--- config.mk ---
export PLATFORM = sky130hd
export DESIGN_NAME = keylock_ctrl
export DESIGN_NICKNAME = d
export VERILOG_FILES = /design/src/rtl/keylock_pkg.sv /design/src/rtl/level_filter.sv /design/src/rtl/pwd_mem.sv /design/src/rtl/keylock_ctrl.sv
export SDC_FILE = /design/constraint.sdc
export NUM_CORES = 1
export LEC_CHECK = 0
export BUFFER_PORTS_ARGS = -buffer_cell sky130_fd_sc_hd__buf_2
export CAP_MARGIN = 20
export CORE_MARGIN = 4
export CORE_UTILIZATION = 55
export DETAILED_ROUTE_END_ITERATION = 10
export PLACE_DENSITY = 0.84
export SLEW_MARGIN = 15
export SYNTH_ARGS = -nofsm -noshare
export SYNTH_HDL_FRONTEND = slang
export SYNTH_SLANG_ARGS = --single-unit
--- constraint.sdc ---
create_clock -name pclk -period 4.4 [get_ports pclk]
set_input_delay 1.1 -clock pclk [delete_from_list [all_inputs] [get_ports pclk]]
set_output_delay 1.1 -clock pclk [all_outputs]
set_load 0.1 [all_outputs]
--- src/rtl/keylock_pkg.sv ---
// shared constants, types and helpers of the keypad interlock front end
package keylock_pkg;

  // clock rate and documented time figures
  localparam int CLK_MHZ = 100;
  localparam int FILT_US = 2000;
  localparam int FILT_CYC = FILT_US * CLK_MHZ;
  localparam int HOLD_MS = 2000;
  localparam int HOLD_CYC = HOLD_MS * 1000 * CLK_MHZ;
  localparam int IDLE_MS = 10000;
  localparam int IDLE_CYC = IDLE_MS * 1000 * CLK_MHZ;

  // register byte offsets
  localparam logic [7:0] ADDR_LOCK = 8'h00;
  localparam logic [7:0] ADDR_INCFG = 8'h04;
  localparam logic [7:0] ADDR_KEYCMD = 8'h08;
  localparam logic [7:0] ADDR_PROT = 8'h0C;
  localparam logic [7:0] ADDR_PWD = 8'h10;
  localparam logic [7:0] ADDR_STAT = 8'h14;
  localparam logic [7:0] ADDR_MEAS = 8'h18;

  // field positions
  localparam int LOCK1_BIT = 0;
  localparam int LOCK2_BIT = 1;
  localparam int DEFAULT_BIT = 2;
  localparam int FUNC_LSB = 4;
  localparam int FUNC_W = 3;
  localparam int PWD_GRP_LSB = 16;

  // key line indices
  localparam int KEY_MENU = 0;
  localparam int KEY_UP = 1;
  localparam int KEY_DOWN = 2;
  localparam int KEY_ENTER = 3;

  localparam int NUM_IN = 4;
  localparam int NUM_GROUPS = 7;
  localparam int GRP_W = 3;
  localparam int PWD_W = 16;

  // values after reset and after a factory default
  localparam logic [15:0] RST_INCFG = 16'h0000;
  localparam logic [5:0] RST_KEYCMD = 6'h00;
  localparam logic [6:0] RST_PROT = 7'h00;

  typedef enum logic [2:0] {FN_NONE, FN_LOCK1, FN_LOCK2, FN_SWAP, FN_FREEZE} in_func_e;
  typedef enum logic [1:0] {KC_NONE, KC_SWAP, KC_FREEZE, KC_PULSE} key_cmd_e;
  typedef enum logic [2:0] {
    ST_BOOT, ST_NORMAL, ST_HOLD, ST_MENU, ST_PARAM, ST_SETTING, ST_ASK_PWD
  } ui_state_e;

  typedef struct packed {
    logic psel;
    logic penable;
    logic pwrite;
    logic [7:0] paddr;
    logic [31:0] pwdata;
  } apb_req_s;

  typedef struct packed {
    logic [31:0] prdata;
    logic pready;
    logic pslverr;
  } apb_rsp_s;

  typedef struct packed {
    logic dir_swap;
    logic freeze;
    logic lock1;
    logic lock2;
    logic setup_active;
    logic cmd_pulse;
    logic [GRP_W-1:0] group;
  } ui_out_s;

  // control input asserted for its polarity (pol 1 = active low)
  function automatic logic in_active(input logic lvl, input logic pol);
    return lvl ^ pol;
  endfunction

endpackage

--- src/rtl/level_filter.sv ---
// two-flop synchroniser and stability filter for slow external lines
`timescale 1ns/1ps
module level_filter #(
  parameter int W = 8,
  parameter int CYC = 200000
) (
  input wire logic pclk,
  input wire logic presetn,
  input wire logic [W-1:0] raw,
  output logic [W-1:0] filt
);
  import keylock_pkg::*;

  localparam int CW = $clog2(CYC + 1);

  typedef struct packed {
    logic [W-1:0] s1;
    logic [W-1:0] s2;
    logic [W-1:0] out;
    logic [W-1:0][CW-1:0] cnt;
  } flt_s;

  flt_s st_ff;
  flt_s nxt_st;

  always_comb begin
    nxt_st = st_ff;
    nxt_st.s1 = raw;
    nxt_st.s2 = st_ff.s1;
    for (int i = 0; i < W; i++) begin
      if (st_ff.s2[i] == st_ff.out[i]) begin
        nxt_st.cnt[i] = '0;
      end else if (st_ff.cnt[i] == CW'(CYC - 1)) begin
        nxt_st.out[i] = st_ff.s2[i];
        nxt_st.cnt[i] = '0;
      end else begin
        nxt_st.cnt[i] = st_ff.cnt[i] + 1'b1;
      end
    end
  end

  always_ff @(posedge pclk or negedge presetn) begin
    if (!presetn) begin
      st_ff <= '0;
    end else begin
      st_ff <= nxt_st;
    end
  end

  assign filt = st_ff.out;
endmodule

--- src/rtl/pwd_mem.sv ---
// per-group password store with registered read data
`timescale 1ns/1ps
module pwd_mem #(
  parameter int DEPTH = 8,
  parameter int W = 16
) (
  input wire logic pclk,
  input wire logic presetn,
  input wire logic we,
  input wire logic [$clog2(DEPTH)-1:0] waddr,
  input wire logic [W-1:0] wdata,
  input wire logic [$clog2(DEPTH)-1:0] raddr,
  output logic [W-1:0] rdata
);
  typedef struct packed {
    logic [DEPTH-1:0][W-1:0] mem;
    logic [W-1:0] rd;
  } mem_s;

  mem_s st_ff;
  mem_s nxt_st;

  always_comb begin
    nxt_st = st_ff;
    if (we) begin
      nxt_st.mem[waddr] = wdata;
    end
    nxt_st.rd = st_ff.mem[raddr];
  end

  always_ff @(posedge pclk or negedge presetn) begin
    if (!presetn) begin
      st_ff <= '0;
    end else begin
      st_ff <= nxt_st;
    end
  end

  assign rdata = st_ff.rd;
endmodule

--- src/rtl/keylock_ctrl.sv ---
// keypad, control input and key interlock front end with apb registers
//
// Behaviour
// - Each control input has a polarity bit choosing active low or active high.
// - Each control input takes a function: lock, direction swap or output freeze.
// - In normal operation an up, down or enter key press runs the command set for that key.
// - Four keys (menu select, up, down, enter) are decoded per operating state.
// - Protection has open, per-group password, latch one and latch two stages.
// - Each group has its own password, checked before a protected group opens.
// - A password not given in time denies access and returns to normal operation.
// - A control input with a latch function sets and clears that latch by level.
// - The latches can also be set and cleared by a host through a lock register.
// - Lockout ends by inactive inputs, factory defaults or a host rewrite.
// - A host may change settings and read states and measured values while running.
// - The second host link gives the same access as the first one.
// - Setup opens only after the menu select key is held 2 s in normal operation.
// - Ten seconds with no key moves the menu back one level.
`timescale 1ns/1ps
module keylock_ctrl #(
  parameter int FILT_CYCLES = keylock_pkg::FILT_CYC,
  parameter int HOLD_CYCLES = keylock_pkg::HOLD_CYC,
  parameter int IDLE_CYCLES = keylock_pkg::IDLE_CYC
) (
  input wire logic pclk,
  input wire logic presetn,
  input wire keylock_pkg::apb_req_s apb_i,
  output keylock_pkg::apb_rsp_s apb_o,
  input wire logic [3:0] key_raw,
  input wire logic [keylock_pkg::NUM_IN-1:0] ctrl_raw,
  input wire logic [31:0] meas_value,
  output keylock_pkg::ui_out_s ui_o
);
  import keylock_pkg::*;

  typedef struct packed {
    apb_rsp_s rsp;
    logic lock1_reg;
    logic lock2_reg;
    logic [15:0] incfg;
    logic [5:0] keycmd;
    logic [6:0] prot;
    ui_state_e state;
    logic [31:0] tmr;
    logic [3:0] param;
    logic [PWD_W-1:0] entry;
    logic [3:0] keys_q;
    logic swap_tgl;
    logic frz_tgl;
    ui_out_s ui;
  } st_s;

  st_s st_ff;
  st_s nxt_st;

  logic [7:0] filt;
  logic [3:0] keys;
  logic [NUM_IN-1:0] ins;
  logic [3:0] hit;
  logic req1;
  logic req2;
  logic swap_lvl;
  logic frz_lvl;
  logic setup_cyc;
  logic wr_acc;
  logic pwd_we;
  logic [PWD_W-1:0] pwd_rd;
  logic idle_out;

  function automatic logic reg_hit(input logic [7:0] a);
    return a == ADDR_LOCK || a == ADDR_INCFG || a == ADDR_KEYCMD || a == ADDR_PROT ||
           a == ADDR_PWD || a == ADDR_STAT || a == ADDR_MEAS;
  endfunction

  function automatic logic [2:0] in_func(input logic [15:0] cfg, input int i);
    return cfg[FUNC_LSB + FUNC_W * i +: FUNC_W];
  endfunction

  level_filter #(.W(8), .CYC(FILT_CYCLES)) level_filter_i (
    .pclk(pclk),
    .presetn(presetn),
    .raw({ctrl_raw, key_raw}),
    .filt(filt)
  );

  assign keys = filt[3:0];
  assign ins = filt[7:4];
  assign setup_cyc = apb_i.psel && !apb_i.penable;
  // one register port serves both host links
  assign wr_acc = apb_i.psel && apb_i.penable && st_ff.rsp.pready && apb_i.pwrite;
  assign pwd_we = wr_acc && apb_i.paddr == ADDR_PWD;

  pwd_mem #(.DEPTH(8), .W(PWD_W)) pwd_mem_i (
    .pclk(pclk),
    .presetn(presetn),
    .we(pwd_we),
    .waddr(apb_i.pwdata[PWD_GRP_LSB +: GRP_W]),
    .wdata(apb_i.pwdata[PWD_W-1:0]),
    .raddr(st_ff.ui.group),
    .rdata(pwd_rd)
  );

  always_comb begin
    req1 = 1'b0;
    req2 = 1'b0;
    swap_lvl = 1'b0;
    frz_lvl = 1'b0;
    for (int i = 0; i < NUM_IN; i++) begin
      if (in_active(ins[i], st_ff.incfg[i])) begin
        req1 = req1 | (in_func(st_ff.incfg, i) == FN_LOCK1);
        req2 = req2 | (in_func(st_ff.incfg, i) == FN_LOCK2);
        swap_lvl = swap_lvl | (in_func(st_ff.incfg, i) == FN_SWAP);
        frz_lvl = frz_lvl | (in_func(st_ff.incfg, i) == FN_FREEZE);
      end
    end
  end

  assign hit = st_ff.ui.lock2 ? 4'h0 : (keys & ~st_ff.keys_q);
  assign idle_out = st_ff.tmr == 32'(IDLE_CYCLES - 1) && hit == 4'h0;

  always_comb begin
    nxt_st = st_ff;
    nxt_st.rsp.pready = 1'b0;
    nxt_st.ui.cmd_pulse = 1'b0;
    nxt_st.keys_q = keys;
    nxt_st.tmr = st_ff.tmr + 32'h1;
    if (setup_cyc) begin
      nxt_st.rsp.pready = 1'b1;
      nxt_st.rsp.pslverr = !reg_hit(apb_i.paddr);
      case (apb_i.paddr)
        ADDR_LOCK: nxt_st.rsp.prdata = {30'h0, st_ff.lock2_reg, st_ff.lock1_reg};
        ADDR_INCFG: nxt_st.rsp.prdata = {16'h0, st_ff.incfg};
        ADDR_KEYCMD: nxt_st.rsp.prdata = {26'h0, st_ff.keycmd};
        ADDR_PROT: nxt_st.rsp.prdata = {25'h0, st_ff.prot};
        ADDR_STAT: nxt_st.rsp.prdata = {11'h0, filt, 1'b0, st_ff.state, st_ff.ui};
        ADDR_MEAS: nxt_st.rsp.prdata = meas_value;
        default: nxt_st.rsp.prdata = 32'h0;
      endcase
    end
    if (wr_acc) begin
      case (apb_i.paddr)
        ADDR_LOCK: begin
          nxt_st.lock1_reg = apb_i.pwdata[LOCK1_BIT];
          nxt_st.lock2_reg = apb_i.pwdata[LOCK2_BIT];
          if (apb_i.pwdata[DEFAULT_BIT]) begin
            nxt_st.incfg = RST_INCFG;
            nxt_st.keycmd = RST_KEYCMD;
            nxt_st.prot = RST_PROT;
            nxt_st.lock1_reg = 1'b0;
            nxt_st.lock2_reg = 1'b0;
          end
        end
        ADDR_INCFG: nxt_st.incfg = apb_i.pwdata[15:0];
        ADDR_KEYCMD: nxt_st.keycmd = apb_i.pwdata[5:0];
        ADDR_PROT: nxt_st.prot = apb_i.pwdata[6:0];
        default: nxt_st.incfg = nxt_st.incfg;
      endcase
    end
    // restart idle count after every timeout step so each level times out again
    if (hit != 4'h0 || (idle_out && st_ff.ui.setup_active)) begin
      nxt_st.tmr = 32'h0;
    end
    case (st_ff.state)
      ST_BOOT: begin
        if (st_ff.tmr == 32'(2 * FILT_CYCLES)) begin
          if (keys[KEY_UP] && keys[KEY_DOWN]) begin
            nxt_st.incfg = RST_INCFG;
            nxt_st.keycmd = RST_KEYCMD;
            nxt_st.prot = RST_PROT;
          end
          nxt_st.state = ST_NORMAL;
        end
      end
      ST_NORMAL: begin
        for (int k = KEY_UP; k <= KEY_ENTER; k++) begin
          if (hit[k]) begin
            case (key_cmd_e'(st_ff.keycmd[2 * (k - 1) +: 2]))
              KC_SWAP: nxt_st.swap_tgl = !nxt_st.swap_tgl;
              KC_FREEZE: nxt_st.frz_tgl = !nxt_st.frz_tgl;
              KC_PULSE: nxt_st.ui.cmd_pulse = 1'b1;
              default: nxt_st.ui.cmd_pulse = nxt_st.ui.cmd_pulse;
            endcase
          end
        end
        if (hit[KEY_MENU] && !st_ff.ui.lock1) begin
          nxt_st.state = ST_HOLD;
          nxt_st.tmr = 32'h0;
        end
      end
      ST_HOLD: begin
        if (!keys[KEY_MENU] || st_ff.ui.lock1 || st_ff.ui.lock2) begin
          nxt_st.state = ST_NORMAL;
        end else if (st_ff.tmr == 32'(HOLD_CYCLES - 1)) begin
          nxt_st.state = ST_MENU;
          nxt_st.tmr = 32'h0;
        end
      end
      ST_MENU: begin
        if (hit[KEY_MENU] || idle_out) begin
          nxt_st.state = ST_NORMAL;
        end else if (hit[KEY_UP]) begin
          nxt_st.ui.group = st_ff.ui.group == GRP_W'(NUM_GROUPS - 1) ? '0
                          : st_ff.ui.group + 1'b1;
        end else if (hit[KEY_DOWN]) begin
          nxt_st.ui.group = st_ff.ui.group == '0 ? GRP_W'(NUM_GROUPS - 1)
                          : st_ff.ui.group - 1'b1;
        end else if (hit[KEY_ENTER]) begin
          nxt_st.param = 4'h0;
          nxt_st.entry = '0;
          // protected group asks for its password
          nxt_st.state = st_ff.prot[st_ff.ui.group] ? ST_ASK_PWD : ST_PARAM;
        end
      end
      ST_PARAM: begin
        if (hit[KEY_MENU] || idle_out) begin
          nxt_st.state = ST_MENU;
        end else if (hit[KEY_UP]) begin
          nxt_st.param = st_ff.param + 1'b1;
        end else if (hit[KEY_DOWN]) begin
          nxt_st.param = st_ff.param - 1'b1;
        end else if (hit[KEY_ENTER]) begin
          nxt_st.state = ST_SETTING;
        end
      end
      ST_SETTING: begin
        // idle timeout steps one level back
        if (hit[KEY_MENU] || idle_out) begin
          nxt_st.state = ST_PARAM;
        end
      end
      ST_ASK_PWD: begin
        // no password in time means denial
        if (idle_out) begin
          nxt_st.state = ST_NORMAL;
        end else if (hit[KEY_UP]) begin
          nxt_st.entry = st_ff.entry + 1'b1;
        end else if (hit[KEY_DOWN]) begin
          nxt_st.entry = st_ff.entry - 1'b1;
        end else if (hit[KEY_ENTER] || hit[KEY_MENU]) begin
          nxt_st.state = (hit[KEY_ENTER] && st_ff.entry == pwd_rd) ? ST_PARAM : ST_NORMAL;
        end
      end
      default: nxt_st.state = ST_NORMAL;
    endcase
    // latch one ends any setup session
    if (st_ff.ui.lock1 && st_ff.state inside {ST_MENU, ST_PARAM, ST_SETTING, ST_ASK_PWD}) begin
      nxt_st.state = ST_NORMAL;
    end
    nxt_st.ui.lock1 = req1 | st_ff.lock1_reg;
    nxt_st.ui.lock2 = req2 | st_ff.lock2_reg;
    nxt_st.ui.dir_swap = st_ff.swap_tgl ^ swap_lvl;
    nxt_st.ui.freeze = st_ff.frz_tgl | frz_lvl;
    nxt_st.ui.setup_active = nxt_st.state inside {ST_MENU, ST_PARAM, ST_SETTING, ST_ASK_PWD};
  end

  always_ff @(posedge pclk or negedge presetn) begin
    if (!presetn) begin
      st_ff <= '0;
    end else begin
      st_ff <= nxt_st;
    end
  end

  assign apb_o = st_ff.rsp;
  assign ui_o = st_ff.ui;
endmodule

# After elaboration in Yosys (flattened, before gate mapping)

Cells that the tools add are included.
W data, S select, Z words.

Output and inout port bits: 43
Memory bits (writable): 0
Memories kept: 0
Bits in latches: 0
Word-level logic and storage cells: 319
Register bits: 443
Input port bits: 85
Memory bits (read-only): 0

Muxes and demuxes: 103
Bitwise operators: 31
Add/sub/neg operators: 13
Equality and inequality tests: 68
Div/mod/pow operators: 0
$mul: 0
Reductions and logical operators: 53
Magnitude comparators: 3
Shifts and indexed selects: 0

Operators with widths:

| kind                    | number |
|---|---|
| $mux W18                | 16 |
| $pmux W32 S6            | 1 |
| $add A18 B1 Y18 const B | 8 |
| $eq A18 B18 Y1 const B  | 8 |
| $mux W16                | 9 |
| $bwmux W128             | 1 |
| $mux W32                | 3 |
| $mux W29                | 3 |
| $mux W35                | 2 |
| $pmux W16 S2            | 2 |
| $pmux W32 S2            | 1 |
| $mux W3                 | 20 |
| $bmux W16 S3            | 1 |
| $demux W16 S3           | 1 |
| $eq A3 B2 Y1 const B    | 11 |
| $eq A3 B3 Y1 const B    | 11 |
| $add A32 B1 Y32 const B | 1 |
| $eq A32 B19 Y1 const B  | 1 |
| $eq A32 B28 Y1 const B  | 1 |
| $eq A32 B30 Y1 const B  | 1 |
| $mux W31                | 1 |
| $mux W1                 | 30 |
| $eq A8 B5 Y1 const B    | 3 |
| $pmux W3 S7             | 1 |
| other kinds (36)        | 134 |

# Longest topological paths before layout

Gate-level depths: netlist of run 1.

Word-level depth: 14
Depth in mapped cells: 13
Gate-level depth less buffers: 11

# Modules after synthesis

A second synthesis of run 1 with hierarchy kept.

Cells, all modules: 2022
Area, all modules: 22266.4 sq um

By module, submodules not included:

| module       | cells each | times used | area each (sq um) | sequential area each (sq um) |
|---|---|---|---|---|
| level_filter | 784        | 1          | 8011.4            | 4204.0 |
| keylock_ctrl | 870        | 1          | 7807.5            | 3278.1 |
| pwd_mem      | 368        | 1          | 6447.4            | 3603.5 |

# Worst setup path after synthesis of run 1

Ideal clock, no wire load.

Path kind: reg-to-reg
Start point: register st_ff, in the netlist ui_o[5]
End point: register st_ff[29] in the netlist's numbering
Required time: 4.266 ns
Path buffers: 3
Stages on the path, launching flop included: 14
Clock period less this slack: 3.269 ns
Setup time: 0.134 ns
Arrival: 3.136 ns
Slack: 1.131 ns
Path through: dfrtp_1 clkbuf_1 or2_2 clkbuf_1 inv_1 clkbuf_1 fa_1 nor2b_1 o2111ai_1 nand4_1 and4_1 o41ai_1 mux2i_1 o21ai_0

Longest elaborated chain between the ends: 6
Elaborated cells on any way between the ends: 14
Classes of those cells: eq/ne (6); mux (4); reduce/logical (4)

Ends and longest elaborated chain:

| element                            | RTL line            | RTL |
|---|---|---|
| from (decl)                        | keylock_ctrl.sv:52  | `st_s st_ff;` |
| from (signal assigned)             | keylock_ctrl.sv:259 | `st_ff <= nxt_st;` |
| $mux W4 *                          | keylock_ctrl.sv:117 | `assign hit = st_ff.ui.lock2 ? 4'h0 : (keys & ~st_ff.keys_q);` |
| $logic_not A4 Y1                   | keylock_ctrl.sv:118 | `assign idle_out = st_ff.tmr == 32'(IDLE_CYCLES - 1) && hit == 4'h0;` |
| $logic_and A1 B1 Y1                | keylock_ctrl.sv:118 |  |
| $logic_or A1 B1 Y1                 | keylock_ctrl.sv:198 | `if (hit[KEY_MENU] \|\| idle_out) begin` |
| $ne A2 B2 Y1 (no source line)      | --                  |  |
| $reduce_and A7 Y1 (no source line) | --                  |  |

Mark *: on every way between the ends. The rest lies on a longest branch, timed or not. The select of a mux whose other input is x is not followed.
A chain may end at the register's enable or synchronous reset.

# Worst setup path after layout of run 1

Start point: register level_filter_i.st_ff, in the netlist level_filter_i.filt[1]
End point: register st_ff[29] in the netlist's numbering

Longest elaborated chain between the ends: 7
Elaborated cells on any way between the ends: 13
Classes of those cells: eq/ne (4); mux (4); bitwise (1); reduce/logical (4)

Ends and longest elaborated chain:

| element                            | RTL line            | RTL |
|---|---|---|
| from (decl)                        | level_filter.sv:23  | `flt_s st_ff;` |
| from (signal assigned)             | level_filter.sv:46  | `st_ff <= nxt_st;` |
| $and A4 B4 Y4 *                    | keylock_ctrl.sv:117 |  |
| $mux W4 *                          | keylock_ctrl.sv:117 |  |
| $logic_not A4 Y1                   | keylock_ctrl.sv:118 |  |
| $logic_and A1 B1 Y1                | keylock_ctrl.sv:118 |  |
| $logic_or A1 B1 Y1                 | keylock_ctrl.sv:198 |  |
| $ne A2 B2 Y1 (no source line)      | --                  |  |
| $reduce_and A7 Y1 (no source line) | --                  |  |

Marked as above.

==> impl_metrics.json, run 1 <==
{
  "status": "finished, final reports clean",
  "port_buffers": 114,
  "dp_cells": 2519,
  "min_period_ns": 3.49,
  "via_count": 15200,
  "path_delay_family": "simple AND/OR/NAND/NOR gates",
  "initial_core_util_pct": 55.8,
  "start_kind": "register",
  "ff2ff_path_depth": 11,
  "p_int_mw": 6.44,
  "die_w_um": 206,
  "drive_above_1_share_pct": 20.4,
  "cts_root_buffer": "clkbuf_16",
  "num-fill-cells": 2959,
  "finalHoldViolCount": 0,
  "finalSetupViolCount": 0,
  "grt_pass1_vias": 15600,
  "grt_max_degree": 114,
  "fp-row-count": 72,
  "drc": 0,
  "final_core_util_pct": 61.6,
  "max_freq_mhz": 287,
  "total_power_mw": 8.18,
  "holdWs_ns": 0.347,
  "p_comb_share_pct": 3.2,
  "hold_class": "reg2reg",
  "grt_pass1_wl_um": 80400,
  "via_per_inst": 5.87,
  "synthArstFlopShare_pct": 100,
  "ant_nets": 0,
  "syn_area_um2": 21600,
  "hold_buffers": 0,
  "relSlewSlack_pct": 30.3,
  "syn_inst": 1989,
  "worstSkewPairLatency_ns": 0.55,
  "syn_nets": 2104,
  "track_usage_pct": 23.2,
  "place_worst_setup_slack_ns": 0.897,
  "ys_seq_area_share_pct": 51.3,
  "firstDrtPassIters": 6,
  "cp-end-kind": "register",
  "synth_seq_cells": 443,
  "slew_viol_final": 0,
  "ys.flop_type": "dfrtp_1",
  "timing.final.crit_share_pct": 79.2,
  "final_common_cell": "dfrtp_1",
  "rsz0062_at_grt": "false",
  "post_cts_buffers": 0,
  "numCtsBuffers": 45,
  "ys_types": 73,
  "p_leak_nw": 11.1,
  "multiInputGateArea_um2": 9710,
  "synth_area_per_cell_um2": 10.9,
  "pwr-share-seq_pct": 50.5,
  "antenna_found_initial": 3,
  "power_density_nw_per_um2": 343,
  "cts.reportedPaths.clkPinSlew_ns": 0.06,
  "path_class": "reg2reg",
  "routedWlPerCell_um": 18.7,
  "required_ns": 4.80,
  "fin_ws_ns": 0.913,
  "switching_share_pct": 21.3,
  "dpl_cell_area_um2": 22400,
  "clock_skew_ns": 0.0199,
  "routed_wl_um": 48600,
  "synth-edff-count": 0,
  "crit_fanout": 20,
  "cts-resized-gates": 0,
  "worstMarginPinSlew_ns": 1.05,
  "cts_tree": "built",
  "synth_warnings": 0,
  "regArea_um2": 11100,
  "dieArea_um2": 42500,
  "mostFrequentLayoutCells": "442 x dfrtp_1, 306 x nor2_1, 151 x mux2_2",
  "slowest_stage": "o41ai_1",
  "max-cap-violations": 0,
  "syn_to_final_growth_pct": 10.5,
  "crit_arrival_ns": 3.89,
  "worstSetupPathDepth": 11,
  "hold_path_depth": 0,
  "path_buf_inv": 1,
  "fin_area_um2": 23900,
  "io_pins": 128,
  "overflow": 0,
  "power.switching_mw": 1.75,
  "crit_path_cell_trace": "nand2b_1, or2_2, inv_1, fa_1, nor2b_1, o2111ai_1, nand4_1, and4_1, o41ai_1, mux2i_1, o21ai_0",
  "ir_drop_uv": 317,
  "htree_levels": 2,
  "hpwlAfterDp_um": 33000,
  "cts_sinks": 443,
  "gp_congestion": 0.894,
  "finalNonFillerCells": 2593,
  "die_y_um": 206,
  "cp_slowest_stage_delay_ns": 0.54,
  "drt_iter0_markers": 1193,
  "final_nets": 2164,
  "core_um2": 38700,
  "finalSetupTns_ns": 0,
  "clockBufferDepth": 3,
  "clkPwrFrac_pct": 46.3
}
[cell families after synthesis]
group,Yosys count,share of synthesized area (%)
AO/OA/AOI/OAI,171,5.29
XOR/XNOR,205,8.31
adder cells (fa/ha/maj),30,1.77
buffers and inverters,168,3.79
flip-flops,443,51.3
multiplexers,203,12.2
AND/OR/NAND/NOR,769,17.4
[power groups by stage]
stage                     clock (mW)  combinational (mW)  sequential (mW)
after floorplan                    0               0.107             4.20
after global placement             0               0.255             4.20
after detailed placement           0               0.266             4.20
after CTS                       3.85               0.268             4.13
after global routing            4.05               0.298             4.13
final                           3.79               0.262             4.13
[cells in the mapped netlist (all sizes together) (4+ instances only)]
cell,n,area [um2]
and3,44,285
xnor2,109,955
inv,44,165
nor2,307,1150
nor3,35,185
a31oi,9,56.3
a211oi,4,30.0
a21oi,23,115
nand2b,8,50.1
nand3b,10,78.8
o2bb2ai,5,43.8
buf,70,452
clkbuf,54,203
o21ai,49,245
a21o,5,37.5
and4,4,35.0
or4b,7,70.1
mux4,33,743
xor2,96,841
nand4,50,328
nand2,133,499
or2,15,93.8
nor4b,11,103
nand3,89,445
mux2,152,1710
mux2i,18,180
nor2b,5,31.3
a32oi,7,61.3
and2,8,50.1
a22oi,29,218
nor4,18,140
dfrtp,443,11100
a221oi,7,61.3
ha,29,363
or3,5,31.3
nor3b,14,115
[cell type report]
| type | count | share of cell area [%] |
|---|---|---|
| Clock buffer | 62 | 5.40 |
| Tap cell | 518 | 2.72 |
| Sequential cell | 443 | 46.4 |
| Clock inverter | 10 | 0.655 |
| Multi-Input combinational cell | 1378 | 40.7 |
| Antenna cell | 1 | 0.0105 |
| Inverter | 44 | 0.692 |
| Timing Repair Buffer | 137 | 3.42 |
[path summary, 6_finish.rpt]
check / startpoint / to / slack (ns)
setup / recovery: level_filter_i.filt[1] / st_ff[29] / 0.91
hold / removal: level_filter_i.nxt_st[159] / level_filter_i.st_ff[159] / 0.35
setup reg to reg: level_filter_i.filt[1] / st_ff[29] / 0.91
hold reg to reg: level_filter_i.nxt_st[159] / level_filter_i.st_ff[159] / 0.35
max in group asynchronous: presetn / pwd_mem_i.st_ff[94] / 2.75
min in group asynchronous: presetn / level_filter_i.st_ff[110] / 0.58
[per-layer routing]
layer,vias up,share of wire (%),routed length [um],track usage [%]
li1,7000,-,-,-
met1,7638,41,20100,30.9
met2,480,49,23900,38.7
met3,105,6.4,3090,4.33
met5,-,0.043,21,0
met4,4,3.0,1470,7.72
[sequential cells by signal (all words and copies together), names as in the netlist]
signal	flops
st_ff	88
level_filter_i.filt	8
level_filter_i.st_ff	152
level_filter_i.nxt_st	8
pwd_mem_i.rdata	16
ui_o	9
pwd_mem_i.st_ff	128
apb_o	34
(Power assumes the default switching activity.)
==> run 2, diff against run 1 <==
--- a/config.mk
+++ b/config.mk
@@ -10,7 +10,7 @@
 export CORE_MARGIN = 4
 export CORE_UTILIZATION = 55
 export DETAILED_ROUTE_END_ITERATION = 10
-export PLACE_DENSITY = 0.84
+export PLACE_DENSITY = 0.87
 export SLEW_MARGIN = 15
 export SYNTH_ARGS = -nofsm -noshare
 export SYNTH_HDL_FRONTEND = slang
==> constraint.sdc (replaced) <==
create_clock -name pclk -period 3.08 [get_ports pclk]
set_input_delay 0.77 -clock pclk [delete_from_list [all_inputs] [get_ports pclk]]
set_output_delay 0.77 -clock pclk [all_outputs]
set_load 0.1 [all_outputs]
==> run 2 against run 1 <==
  * Register-to-register slack lost 0.72 ns
  * Sequential power rose by 43%
  * Via count up 3.1%
  * Non-clock buffer count grew 23
  * Die area did not move
  * Global-route usage increased by 1.2 points
  * Combinational power is 46% higher
  * Fmax grew 21%
  * Flip-flop and latch count did not move
  * Critical path depth unchanged
  * Setup slack worse by 0.72 ns
  * Routed wire length rose by 5.6%
  * Highest routed layer unchanged
==> impl_metrics.json, run 2 (synthesis results as in run 1) <==
{
  "status": "finished, final reports clean",
  "relSlewSlack_pct": 38.5,
  "slew_viol_final": 0,
  "routedWlPerCell_um": 19.5,
  "cts.reportedPaths.clkPinSlew_ns": 0.06,
  "max-cap-violations": 0,
  "clockBufferDepth": 3,
  "firstDrtPassIters": 6,
  "finalHoldViolCount": 0,
  "die_y_um": 206,
  "dp_cells": 2543,
  "worstMarginPinSlew_ns": 0.921,
  "ir_drop_uv": 532,
  "total_power_mw": 11.8,
  "power_density_nw_per_um2": 489,
  "crit_fanout": 14,
  "numCtsBuffers": 46,
  "crit_arrival_ns": 3.32,
  "ff2ff_setup_slack_ns": 0.20,
  "cp-end-kind": "register",
  "num-fill-cells": 2838,
  "path_class": "reg2reg",
  "hold_buffers": 0,
  "gp_congestion": 0.908,
  "finalSetupTns_ns": 0,
  "fin_area_um2": 24200,
  "fp-row-count": 72,
  "via_per_inst": 5.97,
  "drt_iter0_markers": 1543,
  "rsz0062_at_grt": "false",
  "cts_root_buffer": "clkbuf_16",
  "final_common_cell": "dfrtp_1",
  "timing.final.crit_share_pct": 93.6,
  "via_count": 15700,
  "io_pins": 128,
  "cts-resized-gates": 0,
  "htree_levels": 2,
  "grt_pass1_vias": 16100,
  "final_core_util_pct": 62.4,
  "holdWs_ns": 0.192,
  "grt_max_degree": 67,
  "max_freq_mhz": 347,
  "min_period_ns": 2.88,
  "hold_class": "in2async",
  "hpwlAfterDp_um": 34700,
  "drc": 0,
  "start_kind": "register",
  "drive_above_1_share_pct": 21.7,
  "port_buffers": 114,
  "largest_register_ffs": 152,
  "finalNonFillerCells": 2631,
  "track_usage_pct": 24.4,
  "worstSkewPairLatency_ns": 0.56,
  "syn_to_final_growth_pct": 11.8,
  "ant_nets": 0,
  "routed_wl_um": 51300,
  "crit_path_cell_trace": "nand2b_1, or2_4, ha_1, nor2b_1, o2111ai_1, nand4_1, and4_1, o41ai_1, buf_4, mux2i_1, o21ai_0",
  "cts_tree": "built",
  "path_buf_inv": 1,
  "mostFrequentLayoutCells": "442 x dfrtp_1, 306 x nor2_1, 151 x mux2_2",
  "cts_sinks": 443,
  "p_leak_nw": 11.3,
  "required_ns": 3.51,
  "top_regs": "level_filter_i.st_ff (152), pwd_mem_i.st_ff (128), st_ff (88)",
  "path_delay_family": "simple AND/OR/NAND/NOR gates",
  "fin_ws_ns": 0.196,
  "final_nets": 2188,
  "place_worst_setup_slack_ns": 0.0460,
  "dieArea_um2": 42500,
  "core_um2": 38700,
  "finalSetupViolCount": 0,
  "grt_pass1_wl_um": 83700,
  "regMostFlops": "level_filter_i.st_ff",
  "dpl_cell_area_um2": 22600,
  "cp_slowest_stage_delay_ns": 0.35,
  "antenna_found_initial": 8,
  "overflow": 0,
  "die_w_um": 206,
  "initial_core_util_pct": 55.8,
  "slowest_stage": "dfrtp_1",
  "post_cts_buffers": 0,
  "clock_skew_ns": 0.0196
}
run 2: changes by cell type in the layout (fill, tap and decap cells not counted), sizes merged:
cell and change:
clkbuf +2, inv +1, buf +24, diode +5, clkinv +8, bufinv -1, clkinvlp -1
run 2: cell type report:
cell class	instances	area, um2	share of cell area [%]
Clock buffer	65	1330	5.52
Inverter	44	165	0.684
Multi-Input combinational cell	1378	9720	40.2
Timing Repair Buffer	160	1030	4.25
Clock inverter	17	168	0.694
Antenna cell	6	15.0	0.0621
Tap cell	518	648	2.68
Sequential cell	443	11100	45.9
run 2: worst paths after layout:
| path | cells after the start | start | endpoint |
|---|---|---|---|
| max reg2reg | 11 | st_ff[12] | st_ff[29] |
| max | 11 | st_ff[12] | st_ff[29] |
| min in group pclk | 1 | ctrl_raw[1] | level_filter_i.nxt_st[157] |
| min reg2reg | 0 | level_filter_i.nxt_st[155] | level_filter_i.st_ff[155] |
| max in group asynchronous | 2 | presetn | level_filter_i.st_ff[50] |
| min | 1 | presetn | pwd_mem_i.rdata[6] |
run 2: power by group:
part / leakage (nW) / switching, mW / internal (mW)
clock: 0.753 / 2.27 / 3.26
sequential: 6.11 / 0.0372 / 5.86
combinational: 4.43 / 0.280 / 0.101
total: 11.3 / 2.58 / 9.23
run 2: worst reg2reg max path, cell delays in order (launching register included):
cell       delay (ns)
dfrtp_1          0.35
nand2b_1         0.17
or2_4            0.33
ha_1             0.33
nor2b_1          0.16
o2111ai_1        0.23
nand4_1          0.20
and4_1           0.25
o41ai_1          0.32
buf_4            0.18
mux2i_1          0.16
o21ai_0          0.08
run 2: layer usage:
| layer | global-route usage [%] | vias to the layer above | wire (um) |
|---|---|---|---|
| met4 | 8.27 | 2 | 1550 |
| met3 | 4.69 | 103 | 3770 |
| met1 | 31.9 | 7914 | 20500 |
| li1 | - | 7071 | - |
| met2 | 41.1 | 604 | 25500 |
| met5 | 0 | - | 13 |
==> run 3, diff against run 2 <==
--- a/config.mk
+++ b/config.mk
@@ -10,6 +10,7 @@
 export CORE_MARGIN = 4
 export CORE_UTILIZATION = 55
 export DETAILED_ROUTE_END_ITERATION = 10
+export GPL_TIMING_DRIVEN = 0
 export PLACE_DENSITY = 0.87
 export SLEW_MARGIN = 15
 export SYNTH_ARGS = -nofsm -noshare
==> constraint.sdc (replaced) <==
create_clock -name pclk -period 3.08 [get_ports pclk]
set_input_delay 0.616 -clock pclk [delete_from_list [all_inputs] [get_ports pclk]]
set_output_delay 0.616 -clock pclk [all_outputs]
set_load 0.1 [all_outputs]
==> run 3 against run 2 <==
  * Sequential share of layout area is 0.87 points lower
  * Die area stayed put
  * Cell area is 1.9% higher
  * Total power is 3.9% higher
  * Register-to-register slack worse by 0.11 ns
  * Via count is 0.93% higher
  * Hold slack worse by 0.053 ns
  * Clock power is 8.0% higher
  * Flip-flop and latch count stayed put
  * Global-route usage is 0.23 points higher
  * Clock-buffer cell count is 6 lower
  * Sequential power hardly changed
  * Largest power group is now the clock network
==> impl_metrics.json, run 3 (synthesis results as in run 1) <==
{
  "clkPwrFrac_pct": 48.7,
  "finalHoldViolCount": 0,
  "via_count": 15800,
  "clockBufferDepth": 3,
  "num-fill-cells": 2814,
  "routedWlPerCell_um": 19.1,
  "firstDrtPassIters": 5,
  "worstSkewPairLatency_ns": 0.59,
  "mostFrequentLayoutCells": "441 x dfrtp_1, 306 x nor2_1, 151 x mux2_2",
  "p_leak_nw": 11.5,
  "path_class": "reg2reg",
  "syn_to_final_growth_pct": 14.0,
  "cp-end-kind": "register",
  "dieArea_um2": 42500,
  "crit_arrival_ns": 3.46,
  "hold_class": "in2reg",
  "place_worst_setup_slack_ns": -0.638,
  "crit_fanout": 10,
  "timing.final.crit_share_pct": 97.1,
  "regMostFlops": "level_filter_i.st_ff",
  "rsz0062_at_grt": "false",
  "grt_pass1_wl_um": 84300,
  "finalSetupViolCount": 0,
  "die_y_um": 206,
  "power.switching_mw": 2.69,
  "antenna_found_initial": 2,
  "relSlewSlack_pct": 33.4,
  "min_period_ns": 2.99,
  "max-cap-violations": 0,
  "regArea_um2": 11100,
  "cts.reportedPaths.clkPinSlew_ns": 0.06,
  "final_nets": 2267,
  "die_w_um": 206,
  "timing.rr.start": "apb_o[1]",
  "drive_above_1_share_pct": 22.4,
  "numCtsBuffers": 46,
  "cts_sinks": 443,
  "top_regs": "level_filter_i.st_ff (152), pwd_mem_i.st_ff (128), st_ff (88)",
  "start_kind": "register",
  "routed_wl_um": 51700,
  "gp_congestion": 0.935,
  "fp-row-count": 72,
  "io_pins": 128,
  "min_from": "ctrl_raw[3]",
  "max_freq_mhz": 334,
  "switching_share_pct": 22.0,
  "ir_drop_uv": 463,
  "pwr-share-seq_pct": 48.1,
  "min_to": "level_filter_i.nxt_st[159]",
  "p_int_mw": 9.57,
  "hold_path_depth": 1,
  "clock_skew_ns": 0.0237,
  "ff2ff_setup_slack_ns": 0.09,
  "fin_ws_ns": 0.0889,
  "overflow": 0,
  "slew_viol_final": 0,
  "drt_iter0_markers": 1431,
  "grt_pass1_vias": 16300,
  "ant_nets": 0,
  "r2r-end": "pwd_mem_i.st_ff[53]",
  "multiInputGateArea_um2": 9760,
  "final_common_cell": "dfrtp_1",
  "cts_root_buffer": "clkbuf_16",
  "initial_core_util_pct": 55.8,
  "total_power_mw": 12.3,
  "power_density_nw_per_um2": 498,
  "p_comb_share_pct": 3.3,
  "worstMarginPinSlew_ns": 0.991,
  "via_per_inst": 5.85,
  "grt_max_degree": 109,
  "cts_tree": "built",
  "port_buffers": 110,
  "core_um2": 38700,
  "status": "finished, final reports clean",
  "track_usage_pct": 24.6,
  "hpwlAfterDp_um": 36100,
  "ff2ff_path_depth": 6,
  "required_ns": 3.55,
  "largest_register_ffs": 152,
  "drc": 0,
  "htree_levels": 2
}
## run 3: cell count changes in the layout (fill, tap and decap cells not counted), sizes merged, moves of 2 or more
cell,change
clkbuf,+46
bufinv,+5
diode,-5
clkinvlp,+2
buf,+25
## run 3: final cells by class
class	count	share of cell area, %
flip-flops and latches	443	45.0
repair buffers	116	2.79
multi-input cells	1379	39.6
clock buffers	59	5.16
inverters	44	0.670
diodes	1	0.0102
clock inverters	26	1.47
plain buffers	122	2.65
well taps	518	2.63
## run 3: stage by stage
step	std cells	instance area, um2	setup TNS, ns	hold slack, ns	utilization [%]
2_1_floorplan	1989	21600	0	0.320	-
3_3_place_gp	2617	22800	-3102.83	0.335	58.9
3_5_place_dp	2621	22900	-8.57	0.336	59.2
4_1_cts	2706	24600	0	0.117	63.5
5_1_grt	2708	24600	0	0.121	63.6
6_report	2708	24600	0	0.139	63.6
## run 3: power groups by stage
| stage | Clock [mW] | Sequential (mW) | Combinational (mW) |
|---|---|---|---|
| floorplan | 0 | 6.00 | 0.153 |
| global placement | 0 | 6.00 | 0.367 |
| detailed placement | 0 | 6.00 | 0.400 |
| CTS | 6.07 | 5.90 | 0.407 |
| global route | 6.31 | 5.90 | 0.449 |
| finish | 5.97 | 5.90 | 0.400 |
## run 3: worst max-delay path by stage
stage	startpoint	endpoint	cells after the start	slack, ns
final	apb_o[1]	pwd_mem_i.st_ff[53]	6	0.09
after global routing	level_filter_i.filt[1]	st_ff[29]	12	0.004
after CTS	level_filter_i.filt[1]	st_ff[29]	12	0.01
after detailed placement	ui_o[5]	st_ff[30]	11	-0.64
after global placement	presetn	level_filter_i.st_ff[81]	1	-7.04
after floorplan	ui_o[5]	st_ff[29]	13	0.04
## run 3: what timing repair did
| item | 4_1_cts | 5_1_grt |
|---|---|---|
| setup endpoints to repair | 7 | 5 |
| hold buffers | 1 | 0 |
| hold endpoints to repair | 55 | 0 |
| pin swaps | 1 | 5 |
| setup buffers | 0 | 1 |
| gates cloned | 1 | 0 |
| gates resized for setup | 7 | 9 |
## run 3: worst max-delay path, stage by stage (launching register included)
cell     delay, ns
dfrtp_1       0.37
nand4_1       0.26
nor2_1        0.49
nand3_1       0.28
nor3b_2       0.68
buf_2         0.41
mux2_2        0.39
## run 3: routing by layer
layer	wire [um]	track usage (%)	vias to the layer above	share of wire, %
met1	21300	32.2	7911	41
li1	-	-	7221	-
met3	3330	4.90	125	6.4
met4	1500	7.82	2	2.9
met2	25500	41.7	581	49
met5	15	0	-	0.029
